## config.mk

```make
export PLATFORM = sky130hd
export DESIGN_NAME = buck_cfg_regs
export DESIGN_NICKNAME = d
export VERILOG_FILES = /design/src/buck_cfg_pkg.sv /design/src/buck_channel_decode.sv /design/src/buck_cfg_regs.sv
export SDC_FILE = /design/constraint.sdc
export NUM_CORES = 1
export LEC_CHECK = 0
export ABC_AREA = 0
export BUFFER_PORTS_ARGS = -buffer_cell sky130_fd_sc_hd__buf_4
export CAP_MARGIN = 20
export CORE_MARGIN = 2
export CORE_UTILIZATION = 35
export CTS_CLUSTER_SIZE = 14
export DETAILED_ROUTE_END_ITERATION = 7
export PLACE_DENSITY = 0.65
export SETUP_SLACK_MARGIN = 0.1
export SLEW_MARGIN = 20
export SYNTH_ARGS = -nofsm -noshare
export SYNTH_HDL_FRONTEND = slang
export SYNTH_SLANG_ARGS = --single-unit
```

## constraint.sdc

```tcl
create_clock -name clock -period 2.9 [get_ports clock]
set_input_delay 0.435 -clock clock [delete_from_list [all_inputs] [get_ports clock]]
set_output_delay 0.435 -clock clock [all_outputs]
set_load 0.03 [all_outputs]
```

## src/buck_cfg_pkg.sv

```systemverilog
// Constants, field layouts and carrier types for the step-down regulator
// configuration bank.
// Assumes a byte-wide register access port driven by the chip's serial control logic.
package buck_cfg_pkg;

  // ----------------------------------------------------------------------
  // Register map
  // ----------------------------------------------------------------------
  localparam logic [7:0] ADDR_PERI_PROG_LIMITS = 8'h9B;
  localparam logic [7:0] ADDR_CORE_LIMITS = 8'h9C;
  localparam logic [7:0] ADDR_CORE_TWO_CONFIG = 8'h9D;
  localparam logic [7:0] ADDR_CORE_ONE_CONFIG = 8'h9E;
  localparam logic [7:0] ADDR_PROG_CONFIG = 8'h9F;

  // ----------------------------------------------------------------------
  // Field positions
  // ----------------------------------------------------------------------
  localparam int LIMIT_HI_MSB = 7;
  localparam int LIMIT_HI_LSB = 4;
  localparam int LIMIT_LO_MSB = 3;
  localparam int LIMIT_LO_LSB = 0;
  localparam int MODE_MSB = 7;
  localparam int MODE_LSB = 6;
  localparam int PD_OFF_BIT = 5;
  localparam int VTT_EN_BIT = 4;
  localparam int TERMINATION_REFERENCE_PORT_EN_BIT = 3;
  localparam int FB_MSB = 2;
  localparam int FB_LSB = 0;

  // Writable bits of the core configuration registers; bits 4:3 are reserved.
  localparam logic [7:0] CORE_CONFIG_WMASK = 8'hE7;

  // ----------------------------------------------------------------------
  // Reset values
  // ----------------------------------------------------------------------
  localparam logic [7:0] RST_LIMITS = 8'h00;
  // Feedback mask resets to the regulator's own output, a valid source.
  localparam logic [7:0] RST_CONFIG = 8'h01;

  // ----------------------------------------------------------------------
  // Current limit scale in mA
  // ----------------------------------------------------------------------
  localparam int LIMIT_W = 12;
  localparam logic [LIMIT_W-1:0] LIMIT_BASE_MA = 12'h1F4;
  localparam logic [LIMIT_W-1:0] LIMIT_STEP_MA = 12'h064;

  // ----------------------------------------------------------------------
  // Types
  // ----------------------------------------------------------------------
  typedef enum logic [1:0] {
    MODE_BY_VOLTAGE_REG = 2'h0,
    MODE_FORCED_SLEEP = 2'h1,
    MODE_FORCED_SYNC = 2'h2,
    MODE_AUTOMATIC = 2'h3
  } op_mode_e;

  typedef struct packed {
    op_mode_e op_mode;
    logic pulldown_en;
    logic [2:0] feedback_sel;
    logic diff_remote_sense;
    logic sense_mixer_off;
    logic feedback_invalid;
    logic [LIMIT_W-1:0] limit_ma;
  } buck_ctrl_s;

  typedef struct packed {
    logic termination_track;
    logic reference_output_enable;
    logic external_comparator_route;
  } term_ctrl_s;

  // Limit in mA for a four-bit code, doubled in full-current mode.
  function automatic logic [LIMIT_W-1:0] limit_from_code(input logic [3:0] code,
                                                         input logic full);
    logic [LIMIT_W-1:0] base;
    base = LIMIT_BASE_MA + LIMIT_STEP_MA * {8'h00, code};
    limit_from_code = full ? {base[LIMIT_W-2:0], 1'b0} : base;
  endfunction

endpackage

```

## src/buck_channel_decode.sv

```systemverilog
// Decodes one regulator's configuration fields into registered control levels.
// Assumes fields and mode inputs are on the same clock as this module.
`timescale 1ns/1ps
module buck_channel_decode #(
  parameter bit MERGE_SENSE = 1'b0
) (
  // Clock and reset
  input wire logic clock,
  input wire logic sys_rst,
  // Configuration fields
  input wire logic [3:0] limit_code,
  input wire logic [7:0] config_byte,
  input wire logic full_current,
  input wire logic pulldown_block,
  input wire logic merged,
  // Decoded controls
  output buck_cfg_pkg::buck_ctrl_s ctrl
);
  import buck_cfg_pkg::*;

  buck_ctrl_s ctrl_d;
  buck_ctrl_s ctrl_q;
  logic [2:0] fb;

  // ----------------------------------------------------------------------
  // Decode
  // ----------------------------------------------------------------------
  always_comb begin
    fb = config_byte[FB_MSB:FB_LSB];
    ctrl_d.op_mode = op_mode_e'(config_byte[MODE_MSB:MODE_LSB]);
    ctrl_d.pulldown_en = !config_byte[PD_OFF_BIT] && !pulldown_block;
    ctrl_d.feedback_sel = fb;
    ctrl_d.diff_remote_sense = 1'b0;
    ctrl_d.sense_mixer_off = 1'b0;
    ctrl_d.feedback_invalid = 1'b0;
    ctrl_d.limit_ma = limit_from_code(limit_code, full_current);
    if (fb == 3'h0) begin
      if (MERGE_SENSE) begin
        // Merged pair senses differentially; alone, code zero means own output.
        ctrl_d.sense_mixer_off = 1'b1;
        ctrl_d.diff_remote_sense = merged;
        ctrl_d.feedback_sel = merged ? 3'h0 : 3'h1;
      end else begin
        // Nothing is sensed; the flag lets supervisory logic catch the bad write.
        ctrl_d.feedback_invalid = 1'b1;
      end
    end
  end

  always_ff @(posedge clock) begin
    if (sys_rst) begin
      ctrl_q <= '0;
    end else begin
      ctrl_q <= ctrl_d;
    end
  end

  assign ctrl = ctrl_q;

endmodule // buck_channel_decode

```

## src/buck_cfg_regs.sv

```systemverilog
// Configuration register bank for the core regulator pair and the
// programmable regulator, with decoded static controls for the converters.
// Assumes a byte register port from the serial control logic on the same
// clock, and full-current, merge and dual-phase levels from same-clock logic.
//
// Function
// - Programmable limit code in bits 3:0: 500 mA plus 100 mA per step, doubled full-current.
// - Core two limit in bits 7:4 of 0x9C, same scale, doubled full-current.
// - Core one limit in bits 3:0 of 0x9C, same scale, doubled full-current.
// - Core two mode bits 7:6: register, sleep, synchronous, automatic.
// - Core one mode bits 7:6 of 0x9E, same four-value encoding.
// - Programmable mode bits 7:6 of 0x9F, same four-value encoding.
// - Core two bit 5 low enables pull-down, except in dual-phase operation.
// - Core one and programmable bit 5 low connect the disabled pull-down.
// - Core two feedback mask bits 2:0 pick sources; zero is invalid.
// - Core one code zero: own output unmerged, differential sensing when merged.
// - Core one mask combines sources; zero turns the sense mixer off.
// - Programmable feedback mask combines sources; zero is invalid.
// - Bit 3 low routes reference port to comparator; high drives half voltage.
`timescale 1ns/1ps
module buck_cfg_regs (
  // Clock and reset
  input wire logic clock,
  input wire logic sys_rst,
  // Register access from the serial control port
  input wire logic reg_write,
  input wire logic reg_read,
  input wire logic [7:0] reg_addr,
  input wire logic [7:0] reg_wdata,
  output logic [7:0] reg_rdata,
  output logic reg_rvalid,
  output logic reg_hit,
  // Operating levels from the rest of the chip
  input wire logic full_current_mode,
  input wire logic core_pair_merged,
  input wire logic dual_phase_mode,
  // Decoded controls to the converters
  output buck_cfg_pkg::buck_ctrl_s core_one_ctrl,
  output buck_cfg_pkg::buck_ctrl_s core_two_ctrl,
  output buck_cfg_pkg::buck_ctrl_s prog_reg_ctrl,
  output buck_cfg_pkg::term_ctrl_s term_ctrl,
  output logic [3:0] peri_current_limit
);
  import buck_cfg_pkg::*;

  // ----------------------------------------------------------------------
  // Register state
  // ----------------------------------------------------------------------
  logic [7:0] peri_prog_limits_q, peri_prog_limits_d;
  logic [7:0] core_limits_q, core_limits_d;
  logic [7:0] core_two_config_q, core_two_config_d;
  logic [7:0] core_one_config_q, core_one_config_d;
  logic [7:0] prog_config_q, prog_config_d;
  logic [7:0] rdata_q, rdata_d;
  logic rvalid_q, rvalid_d;
  logic hit_q, hit_d;
  term_ctrl_s term_q, term_d;
  logic [7:0] read_mux;
  logic addr_known;

  // Field views used by the decoders and the termination control.
  logic [3:0] prog_reg_current_limit;
  logic [3:0] core_two_current_limit;
  logic [3:0] core_one_current_limit;
  logic termination_track_enable;
  logic reference_output_enable;

  assign prog_reg_current_limit = peri_prog_limits_q[LIMIT_LO_MSB:LIMIT_LO_LSB];
  assign core_two_current_limit = core_limits_q[LIMIT_HI_MSB:LIMIT_HI_LSB];
  assign core_one_current_limit = core_limits_q[LIMIT_LO_MSB:LIMIT_LO_LSB];
  assign termination_track_enable = prog_config_q[VTT_EN_BIT];
  assign reference_output_enable = prog_config_q[TERMINATION_REFERENCE_PORT_EN_BIT];

  // ----------------------------------------------------------------------
  // Write path
  // ----------------------------------------------------------------------
  always_comb begin
    peri_prog_limits_d = peri_prog_limits_q;
    core_limits_d = core_limits_q;
    core_two_config_d = core_two_config_q;
    core_one_config_d = core_one_config_q;
    prog_config_d = prog_config_q;
    if (reg_write) begin
      case (reg_addr)
        ADDR_PERI_PROG_LIMITS: begin
          peri_prog_limits_d = reg_wdata;
        end
        ADDR_CORE_LIMITS: begin
          core_limits_d = reg_wdata;
        end
        ADDR_CORE_TWO_CONFIG: begin
          // Reserved bits keep their zero regardless of the written data.
          core_two_config_d = reg_wdata & CORE_CONFIG_WMASK;
        end
        ADDR_CORE_ONE_CONFIG: begin
          core_one_config_d = reg_wdata & CORE_CONFIG_WMASK;
        end
        ADDR_PROG_CONFIG: begin
          prog_config_d = reg_wdata;
        end
        default: begin
        end
      endcase
    end
  end

  always_ff @(posedge clock) begin
    if (sys_rst) begin
      peri_prog_limits_q <= RST_LIMITS;
      core_limits_q <= RST_LIMITS;
      core_two_config_q <= RST_CONFIG;
      core_one_config_q <= RST_CONFIG;
      prog_config_q <= RST_CONFIG;
    end else begin
      peri_prog_limits_q <= peri_prog_limits_d;
      core_limits_q <= core_limits_d;
      core_two_config_q <= core_two_config_d;
      core_one_config_q <= core_one_config_d;
      prog_config_q <= prog_config_d;
    end
  end

  // ----------------------------------------------------------------------
  // Read path
  // ----------------------------------------------------------------------
  // Unmapped addresses answer zero with reg_hit low, so the serial logic can
  // still complete the transfer and flag the miss on its own terms.
  always_comb begin
    read_mux = 8'h00;
    addr_known = 1'b1;
    case (reg_addr)
      ADDR_PERI_PROG_LIMITS: begin
        read_mux = peri_prog_limits_q;
      end
      ADDR_CORE_LIMITS: begin
        read_mux = core_limits_q;
      end
      ADDR_CORE_TWO_CONFIG: begin
        read_mux = core_two_config_q & CORE_CONFIG_WMASK;
      end
      ADDR_CORE_ONE_CONFIG: begin
        read_mux = core_one_config_q & CORE_CONFIG_WMASK;
      end
      ADDR_PROG_CONFIG: begin
        read_mux = prog_config_q;
      end
      default: begin
        addr_known = 1'b0;
      end
    endcase
  end

  always_comb begin
    rdata_d = rdata_q;
    rvalid_d = 1'b0;
    hit_d = 1'b0;
    if (reg_read) begin
      rdata_d = read_mux;
      rvalid_d = 1'b1;
      hit_d = addr_known;
    end else if (reg_write) begin
      hit_d = addr_known;
    end
  end

  always_ff @(posedge clock) begin
    if (sys_rst) begin
      rdata_q <= 8'h00;
      rvalid_q <= 1'b0;
      hit_q <= 1'b0;
    end else begin
      rdata_q <= rdata_d;
      rvalid_q <= rvalid_d;
      hit_q <= hit_d;
    end
  end

  assign reg_rdata = rdata_q;
  assign reg_rvalid = rvalid_q;
  assign reg_hit = hit_q;

  // ----------------------------------------------------------------------
  // Regulator decoders
  // ----------------------------------------------------------------------
  // Core two loses its pull-down whenever the pair runs dual-phase, since the
  // shared output would otherwise be loaded by the idle phase.
  buck_channel_decode #(
    .MERGE_SENSE(1'b0)
  ) u_core_two (
    .clock(clock),
    .sys_rst(sys_rst),
    .limit_code(core_two_current_limit),
    .config_byte(core_two_config_q),
    .full_current(full_current_mode),
    .pulldown_block(dual_phase_mode),
    .merged(1'b0),
    .ctrl(core_two_ctrl)
  );

  buck_channel_decode #(
    .MERGE_SENSE(1'b1)
  ) u_core_one (
    .clock(clock),
    .sys_rst(sys_rst),
    .limit_code(core_one_current_limit),
    .config_byte(core_one_config_q),
    .full_current(full_current_mode),
    .pulldown_block(1'b0),
    .merged(core_pair_merged),
    .ctrl(core_one_ctrl)
  );

  // A zero feedback mask is not blocked here: the write stands and the
  // decoder raises feedback_invalid instead.
  buck_channel_decode #(
    .MERGE_SENSE(1'b0)
  ) u_prog_reg (
    .clock(clock),
    .sys_rst(sys_rst),
    .limit_code(prog_reg_current_limit),
    .config_byte(prog_config_q),
    .full_current(full_current_mode),
    .pulldown_block(1'b0),
    .merged(1'b0),
    .ctrl(prog_reg_ctrl)
  );

  // ----------------------------------------------------------------------
  // Termination and reference port control
  // ----------------------------------------------------------------------
  always_comb begin
    term_d.termination_track = termination_track_enable && reference_output_enable;
    term_d.reference_output_enable = reference_output_enable;
    term_d.external_comparator_route = !reference_output_enable;
  end

  always_ff @(posedge clock) begin
    if (sys_rst) begin
      term_q <= '0;
    end else begin
      term_q <= term_d;
    end
  end

  assign term_ctrl = term_q;
  assign peri_current_limit = peri_prog_limits_q[LIMIT_HI_MSB:LIMIT_HI_LSB];

endmodule // buck_cfg_regs

```

==> run_results.csv, run 1 <==
group,metric,value,unit
run_status,outcome,"finished clean",
placement,dp.cells,805,
synth,synth_cell_types,52,
sta,finalSetupViolCount,0,
drt,drt_iter0_markers,326,
floorplan,core.rowCount,43,
placement,placed_area,5740,µm²
synth,yosysWarnings,0,
synth,synthArstFlopShare,0,%
critical_path,path_max_fanout,5,
sta,fmaxAchievable,388,MHz
synth,netlist_instances,559,
sta,timing.final.ws_setup,0.322,ns
global_route,antenna_found_initial,0,
critical_path,worstSetupPathType,"reg -> reg",
clock_tree,hold_buffers,0,
synth,synthTopCellsByArea,"dfxtp_1, ha_1, mux2i_1, nand2_1, a21oi_1",
drt,drt_wl_total,11.9,mm
placement,gp_congestion,0.871,
synth,seq_area_frac_synth,40.9,%
global_route,grt_pass1_wl,18.9,mm
clock_tree,clock_latency,0.34,ns
sta,rsz0062_at_grt,"false",
cells_and_area,drive_above_1_share,19.8,%
power,leakage,2.81,nW
drt,drc,0,
global_route,grt_max_degree,46,
clock_tree,cts_tree,"done",
worst_hold_path,min_path_type,"in -> reg",
placement,pre_cts_slack,0.190,ns
clock_tree,cts-htree-levels,3,
drt,drt-wirelength-per-cell,14.4,µm
floorplan,initial_core_util,35.8,%
cells_and_area,finalInstanceArea,6070,µm²
cells_and_area,final_cells,821,
sta,fin_skew,0.00831,ns
sta,tns,0,ns
synth,syn-cell-area,4950,µm²
synth,synth_edf_count,0,
critical_path,startpoint_type,"flip-flop",
clock_tree,cts_buffers,9,
floorplan,io_pins,103,
global_route,grt-ovfl-total,0,
placement,io_buffers,91,
clock_tree,cts_num_sinks,101,
drt,num_vias,4099,
floorplan,core-area,13800,µm²
global_route,grt_usage,15.8,%
power,p_per_area,473,nW/µm²
floorplan,die_y,123,µm
critical_path,cp.arrival,2.80,ns
synth,synth_top_area_cell,"dfxtp_1",
sta,max_slew_margin,65.3,%
cells_and_area,final_nets,692,
sta,hold_slack,0.242,ns
global_route,first_global_vias,3868,
run,cap_viol_max_count,0,
floorplan,fp.dieArea,15100,µm²
drt,drtPass1Iterations,4,
power,ir_worst_vdd,0.000235,V
sta,drv_slew,0,
synth,yosysTopAreaCellShare,40.9,%
synth,ys.flop_type,"dfxtp_1",
cells_and_area,diodes,0,
sta,tightestPinTransition,0.521,ns
clock_tree,clkTransAtPathRegs,0.08,ns
floorplan,die_x,123,µm
sta,hold_viol,0,
placement,place_hpwl,8.95,mm
clock_tree,clk_path_buf_depth,2,
critical_path,crit_required,3.12,ns
drt,detail-route-antenna-nets,0,
synth,synth_seq_cells,101,
clock_tree,cts-root-buf,"clkbuf_16",
cells_and_area,n_fill_cell,1356,
cells_and_area,area_delta_synth_final,22.6,%
drt,vias_per_cell,4.99,
synth,syn_area_per_cell,8.85,µm²
sta,min_period_over_period,88.9,%
critical_path,critPathCaptureType,"flip-flop",
sta,layout_min_cycle_time,2.58,ns
-- sequential cells by signal, indices dropped and copies added (netlist names), 6 cells and up --
name,count
core_limits_q,8
core_one_config_q,6
core_two_config_q,6
peri_prog_limits_q,8
prog_config_q,8
reg_rdata,8
u_core_one.ctrl,18
u_core_two.ctrl,17
u_prog_reg.ctrl,17
-- worst max-delay path, stage by stage (launching register included) --
cell and delay, ns:
dfxtp_1 0.42, ha_1 0.29, ha_1 0.25, fa_1 0.51, nor3_4 0.23, nand3_1 0.14, xor2_1 0.18, a2111oi_1 0.42
-- report_power, final --
part | total [mW] | switching (mW) | internal, mW | leakage [nW]
Clock | 1.19 | 0.579 | 0.613 | 0.146
Combinational | 0.258 | 0.173 | 0.0846 | 1.84
Sequential | 1.42 | 0.00804 | 1.41 | 0.825
Total | 2.87 | 0.760 | 2.11 | 2.81
-- metal layers --
| metal | part of all wire, % | up-vias | GRT usage (%) |
|---|---|---|---|
| met3 | 4.5 | 21 | 2.51 |
| met5 | 0 | - | 0 |
| met4 | 2.1 | 0 | 5.96 |
| met2 | 49 | 101 | 26.7 |
| li1 | - | 2066 | - |
| met1 | 44 | 1911 | 20.1 |
-- metrics by stage --
step	total power [mW]	util (%)
after floorplan	1.62	-
after global placement	1.71	41.5
after detailed placement	1.71	41.5
after CTS	2.91	43.7
after global routing	2.98	43.9
final	2.87	43.9
-- worst paths after layout --
| path | start | end | slack, ns | cells past startpoint |
|---|---|---|---|---|
| setup / recovery | core_limits_q[5] | u_core_two.ctrl[10] | 0.32 | 7 |
| hold / removal | dual_phase_mode | u_core_two.ctrl[18] | 0.24 | 2 |
| setup reg to reg | core_limits_q[5] | u_core_two.ctrl[10] | 0.32 | 7 |
| hold reg to reg | prog_config_q[2] | u_prog_reg.ctrl[12] | 0.46 | 1 |
-- cell type report --
cell class                      instances  area [µm²]  area share [%]
Clock buffer                            9         225            3.71
Clock inverter                          7        80.1            1.32
Inverter                               21        78.8            1.30
Multi-Input combinational cell        401        2670            44.0
Sequential cell                       101        2020            33.3
Tap cell                              180         225            3.71
Timing Repair Buffer                  102         766            12.6
-- cells in the final DEF, fill, tap and decap left out, types with 2 or more instances in the layout --
master     instances
a211oi_1           8
a21o_1             5
a21oi_1           37
a22o_1             4
a22oi_1            5
a31oi_1            4
a32oi_1            5
and2_1             6
and3_1             3
buf_4            102
clkbuf_16          9
clkinv_1           2
clkinv_8           2
conb_1            11
dfxtp_1          101
fa_1               3
ha_1              30
inv_1             19
inv_8              2
mux2i_1           27
mux4_2             2
nand2_1           69
nand2b_1           6
nand3_1           12
nand3b_1           4
nand4_1            2
nor2_1            46
nor2b_1           17
nor3_1            12
nor3b_1            2
nor3b_4            2
nor4_1             3
o211a_1            2
o211ai_1           4
o21ai_0           26
o22ai_1            2
o31ai_1            4
or4_1              2
xnor2_1           12
xor2_1            10
-- cell usage after synthesis, types with 6 or more instances --
master	instances
dfxtp_1	101
nand2_1	69
nor2_1	46
a21oi_1	37
ha_1	30
mux2i_1	27
o21ai_0	26
clkbuf_1	25
inv_1	19
nor2b_1	17
buf_4	15
nor3_1	13
xnor2_1	13
nand3_1	12
xor2_1	10
a211oi_1	8
and2_1	6
nand2b_1	6
-- cells by family (layout without fill, tap and decap cells) --
| group | count (synthesis) | after routing | share of synthesized area (%) |
|---|---|---|---|
| DFF | 101 | 101 | 40.9 |
| buffers and inverters | 67 | 139 | 6.30 |
| muxes | 29 | 29 | 6.37 |
| adders and majority gates | 33 | 33 | 8.80 |
| and+or+nand+nor | 193 | 193 | 19.3 |
| xor gates and xnor gates | 23 | 23 | 4.07 |
| AOI/OAI and AO/OA | 112 | 112 | 14.2 |
| other | 1 | 11 | 0.0758 |
-- repair_timing --
item                       4_1_cts  5_1_grt
setup buffers                    0        0
setup endpoints to repair        0        1
gates resized for setup          0        3
No activity file was read; power rests on OpenSTA's default activity.
==> inputs of run 2 (changes only) <==
--- a/config.mk
+++ b/config.mk
@@ -12,7 +12,7 @@
 export CORE_UTILIZATION = 35
 export CTS_CLUSTER_SIZE = 14
 export DETAILED_ROUTE_END_ITERATION = 7
-export PLACE_DENSITY = 0.65
+export PLACE_DENSITY_LB_ADDON = 0.1
 export SETUP_SLACK_MARGIN = 0.1
 export SLEW_MARGIN = 20
 export SYNTH_ARGS = -nofsm -noshare
==> run_results.csv, run 2 (synthesized netlist as in run 1, its figures left out) <==
group,metric,value,unit
run_status,outcome,"finished clean",
floorplan,io_pins,103,
placement,placed_area,5760,µm²
floorplan,fp.dieArea,15100,µm²
global_route,grt_usage,17.0,%
cells_and_area,n_fill_cell,1396,
critical_path,critical_path_depth,7,
floorplan,die_x,123,µm
drt,drtPass1Iterations,5,
clock_tree,clkTransAtPathRegs,0.07,ns
clock_tree,clock_latency,0.36,ns
drt,drt_iter0_markers,217,
cells_and_area,area_delta_synth_final,23.4,%
power,power,3.04,mW
global_route,grt_use_met3,2.51,%
clock_tree,cts_buffers,9,
global_route,top_usage_layer,"met2",
critical_path,critPathCapture,"u_core_two.ctrl[10]",
critical_path,crit_buf_inv,0,
critical_path,worstRegToRegCells,7,
global_route,grt_pass1_wl,19.8,mm
critical_path,cpMaxStageDelayCell,"fa_1",
floorplan,die_y,123,µm
clock_tree,cts-htree-levels,3,
run,cap_viol_max_count,0,
sta,finalSetupViolCount,0,
power,p_per_area,499,nW/µm²
cells_and_area,layout_commonest_cell,"buf_4",
global_route,met2_usage,26.9,%
drt,num_vias,4094,
clock_tree,clk_path_buf_depth,2,
sta,fin_skew,0.0122,ns
global_route,grt_max_degree,46,
sta,min_period_over_period,88.0,%
placement,gp_congestion,0.801,
critical_path,worstSetupPathType,"reg -> reg",
cells_and_area,diodes,0,
sta,max_slew_margin,66.0,%
critical_path,reg2reg_slack,0.35,ns
critical_path,worstPathCellList,"ha_1, ha_1, fa_1, nor3_2, nand3_1, xor2_1, a2111oi_1",
drt,drt-wirelength-per-cell,15.0,µm
cells_and_area,drive_above_1_share,19.9,%
power,ir_worst_vdd,0.000248,V
critical_path,crit_required,3.14,ns
global_route,antenna_found_initial,0,
clock_tree,cts_tree,"done",
clock_tree,cts-root-buf,"clkbuf_16",
global_route,first_global_vias,3877,
critical_path,cpPeakStageDelay,0.49,ns
global_route,use_met1,23.0,%
placement,place_hpwl,9.11,mm
critical_path,critical-path-top-delay-family,"adder cells",
cells_and_area,finalInstanceArea,6100,µm²
critical_path,cp_common_cell,"ha_1",
sta,fmaxAchievable,392,MHz
drt,vias_per_cell,4.97,
critical_path,crit_start,"core_limits_q[5]",
drt,detail-route-antenna-nets,0,
floorplan,initial_core_util,35.8,%
sta,hold_viol,0,
power,leakage,2.84,nW
critical_path,critPathCaptureType,"flip-flop",
sta,tns,0,ns
drt,drt_wl_total,12.3,mm
clock_tree,cts_num_sinks,101,
placement,io_buffers,91,
cells_and_area,largest_register_ffs,18,
floorplan,core.rowCount,43,
critical_path,crit-reg2reg-launch,"core_limits_q[5]",
sta,tightestPinTransition,0.511,ns
worst_hold_path,min_path_type,"in -> reg",
sta,layout_min_cycle_time,2.55,ns
critical_path,path_max_fanout,5,
cells_and_area,mostFrequentLayoutCells,"buf_4, dfxtp_1, nand2_1, nor2_1, a21oi_1",
critical_path,startpoint_type,"flip-flop",
global_route,grt-ovfl-total,0,
sta,rsz0062_at_grt,"false",
critical_path,worstReg2RegEnd,"u_core_two.ctrl[10]",
sta,drv_slew,0,
cells_and_area,final_nets,694,
floorplan,core-area,13800,µm²
critical_path,cp.arrival,2.80,ns
drt,drc,0,
[run 2: cell types whose count changed in the layout (fill, tap and decap cells not counted), moves of 2 or more]
cell and delta:
clkbuf_8 +2, buf_4 +2, clkinv_8 -2, bufinv_16 +2
[run 2: power by group]
part	leakage [nW]	total (mW)	internal, mW	switching (mW)
logic	1.85	0.262	0.0855	0.177
clock network	0.168	1.36	0.814	0.547
registers	0.825	1.42	1.41	0.00747
[run 2: per-stage QoR]
step | setup WS, ns | cells | hold WS (ns) | util, %
after floorplan | 0.238 | 569 | 0.403 | -
after global placement | 0.287 | 807 | 0.442 | 41.6
after detailed placement | 0.269 | 807 | 0.444 | 41.6
after CTS | 0.239 | 823 | 0.213 | 44.1
after global routing | 0.140 | 823 | 0.235 | 44.1
final | 0.347 | 823 | 0.226 | 44.1
[run 2: area by class of cell]
type / count / area [µm²] / share of cell area [%]
clock buffers: 11 / 253 / 4.14
clock inverters: 5 / 88.8 / 1.46
inverters: 21 / 78.8 / 1.29
multi-input cells: 401 / 2660 / 43.5
flip-flops and latches: 101 / 2020 / 33.1
well taps: 180 / 225 / 3.69
repair buffers: 104 / 781 / 12.8
[run 2: worst min path at each step]
stage	from	end	slack, ns	depth (start not counted)
detailed placement	prog_config_q[1]	u_prog_reg.ctrl[12]	0.44	1
global placement	prog_config_q[1]	u_prog_reg.ctrl[12]	0.44	1
finish	dual_phase_mode	u_core_two.ctrl[18]	0.23	2
floorplan	prog_config_q[5]	u_prog_reg.ctrl[18]	0.40	1
global route	dual_phase_mode	u_core_two.ctrl[18]	0.23	2
CTS	dual_phase_mode	u_core_two.ctrl[18]	0.21	2
[run 2: metal layers]
metal	part of all wire [%]	vias up
met5	0	-
met4	2.0	0
met3	3.9	19
met2	46	90
met1	48	1917
li1	-	2068
[run 2: repair_timing]
item | 4_1_cts | 5_1_grt
gates resized for setup | 0 | 1
buffers inserted | 0 | 0
hold buffers | 0 | 0
endpoints found under the setup margin | 0 | 1
==> inputs of run 3 (changes only) <==
==> constraint.sdc (replaced) <==
create_clock -name clock -period 2.97 [get_ports clock]
set_input_delay 0.4455 -clock clock [delete_from_list [all_inputs] [get_ports clock]]
set_output_delay 0.4455 -clock clock [all_outputs]
set_load 0.03 [all_outputs]
==> run_results.csv, run 3 (synthesized netlist as in run 1, its figures left out) <==
group,metric,value,unit
clock_tree,post_cts_buffers,0,
run,cap_viol_max_count,0,
worst_hold_path,hold_start,"dual_phase_mode",
critical_path,worstReg2RegEnd,"u_core_two.ctrl[10]",
run_status,outcome,"finished clean",
drt,drt-wirelength-per-cell,15.0,µm
sta,drv_slew,0,
placement,dp.cells,805,
global_route,grt_usage,16.7,%
drt,num_vias,4081,
clock_tree,clk_path_buf_depth,2,
critical_path,cp.arrival,2.91,ns
critical_path,critical_path_depth,7,
cells_and_area,largest_register_ffs,18,
critical_path,worstRegToRegCells,7,
drt,drt_iter0_markers,256,
sta,fmaxAchievable,373,MHz
clock_tree,cts_num_sinks,101,
floorplan,core.rowCount,43,
placement,io_buffers,91,
cells_and_area,final_cells,822,
critical_path,crit_buf_inv,0,
sta,rsz0062_at_grt,"false",
global_route,grt-ovfl-total,0,
global_route,first_global_vias,3790,
floorplan,initial_core_util,35.8,%
critical_path,worstSetupPathType,"reg -> reg",
cells_and_area,mostFrequentLayoutCells,"buf_4, dfxtp_1, nand2_1, nor2_1, a21oi_1",
clock_tree,cts_tree,"done",
clock_tree,ctsResizeCount,0,
critical_path,critical-path-top-delay-family,"adder cells",
critical_path,crit_required,3.20,ns
drt,detail-route-antenna-nets,0,
drt,vias_per_cell,4.96,
sta,layout_min_cycle_time,2.68,ns
clock_tree,cts-htree-levels,3,
sta,hold_viol,0,
global_route,grt_pass1_wl,19.4,mm
critical_path,startpoint_type,"flip-flop",
clock_tree,cts_buffers,9,
power,leakage,2.79,nW
sta,finalSetupViolCount,0,
clock_tree,clock_latency,0.35,ns
cells_and_area,final_nets,692,
floorplan,core-area,13800,µm²
sta,min_period_over_period,90.2,%
cells_and_area,drive_above_1_share,19.3,%
floorplan,die_y,123,µm
sta,hold_slack,0.238,ns
clock_tree,cts-root-buf,"clkbuf_16",
clock_tree,hold_buffers,0,
floorplan,io_pins,103,
power,ir_worst_vdd,0.000216,V
cells_and_area,layout_commonest_cell,"buf_4",
critical_path,cpPeakStageDelay,0.48,ns
global_route,antenna_found_initial,0,
placement,place_hpwl,8.91,mm
critical_path,worstPathCellList,"ha_1, ha_1, fa_1, nor3_1, nand3_1, xor2_1, a2111oi_1",
cells_and_area,area_delta_synth_final,21.9,%
critical_path,crit-reg2reg-launch,"core_limits_q[5]",
sta,tns,0,ns
critical_path,cpMaxStageDelayCell,"fa_1",
worst_hold_path,min_to,"u_core_two.ctrl[18]",
placement,gp_congestion,0.823,
worst_hold_path,min_path_type,"in -> reg",
sta,max_slew_margin,65.2,%
floorplan,die_x,123,µm
drt,drc,0,
sta,fin_skew,0.00671,ns
floorplan,fp.dieArea,15100,µm²
sta,tightestPinTransition,0.509,ns
worst_hold_path,hold_depth,2,
clock_tree,clkTransAtPathRegs,0.07,ns
drt,drt_wl_total,12.3,mm
critical_path,critPathCaptureType,"flip-flop",
drt,drtPass1Iterations,4,
power,p_per_area,459,nW/µm²
critical_path,path_max_fanout,5,
critical_path,reg2reg_slack,0.29,ns
global_route,grt_max_degree,46,
critical_path,cp_common_cell,"ha_1",
[run 3: where the power goes]
group | internal, mW | switching (mW) | leakage, nW
combinational | 0.0816 | 0.172 | 1.84
sequential | 1.38 | 0.00764 | 0.825
clock | 0.600 | 0.529 | 0.134
total | 2.06 | 0.709 | 2.79
[run 3: how the worst max path moves through the flow]
stage,endpoint,from,slack (ns)
finish,u_core_two.ctrl[10],core_limits_q[5],0.29
global route,u_core_two.ctrl[10],core_limits_q[5],0.16
CTS,u_core_two.ctrl[10],core_limits_q[5],0.30
detailed placement,u_core_two.ctrl[10],core_limits_q[5],0.32
global placement,u_core_two.ctrl[10],core_limits_q[5],0.37
floorplan,u_core_two.ctrl[10],core_limits_q[6],0.31
[run 3: routing by layer]
metal | vias to the layer above | GRT usage [%] | part of all wire [%]
met5 | - | 0 | 0
met4 | 0 | 5.60 | 1.6
met3 | 13 | 2.88 | 4.5
met2 | 106 | 26.1 | 47
met1 | 1899 | 23.1 | 47
li1 | 2063 | - | -
[run 3: metrics by stage]
stage                     cell area, µm²  total power [mW]  utilization (%)  worst slack (ns)
after floorplan                     4980              1.58                -             0.308
after global placement              5740              1.67             41.5             0.366
after detailed placement            5740              1.67             41.5             0.325
after CTS                           6030              2.81             43.6             0.301
after global routing                6030              2.89             43.6             0.155
final                               6030              2.77             43.6             0.291
[run 3: worst reg2reg max path: cells and delay by family, from the launching register on]
family / cells / cell delay, ns
adders and majority gates: 3 / 1.02
and+or+nand+nor: 2 / 0.56
DFF: 1 / 0.41
AOI/OAI and AO/OA: 1 / 0.39
xor gates and xnor gates: 1 / 0.19
[run 3: layout make-up]
cell class / count / area, µm²
Sequential cell: 101 / 2020
Timing Repair Buffer: 102 / 766
Antenna cell: 1 / 2.50
Tap cell: 180 / 225
Clock inverter: 5 / 43.8
Multi-Input combinational cell: 401 / 2650
Inverter: 21 / 78.8
Clock buffer: 11 / 243
Fill cell: 1368 / 7800
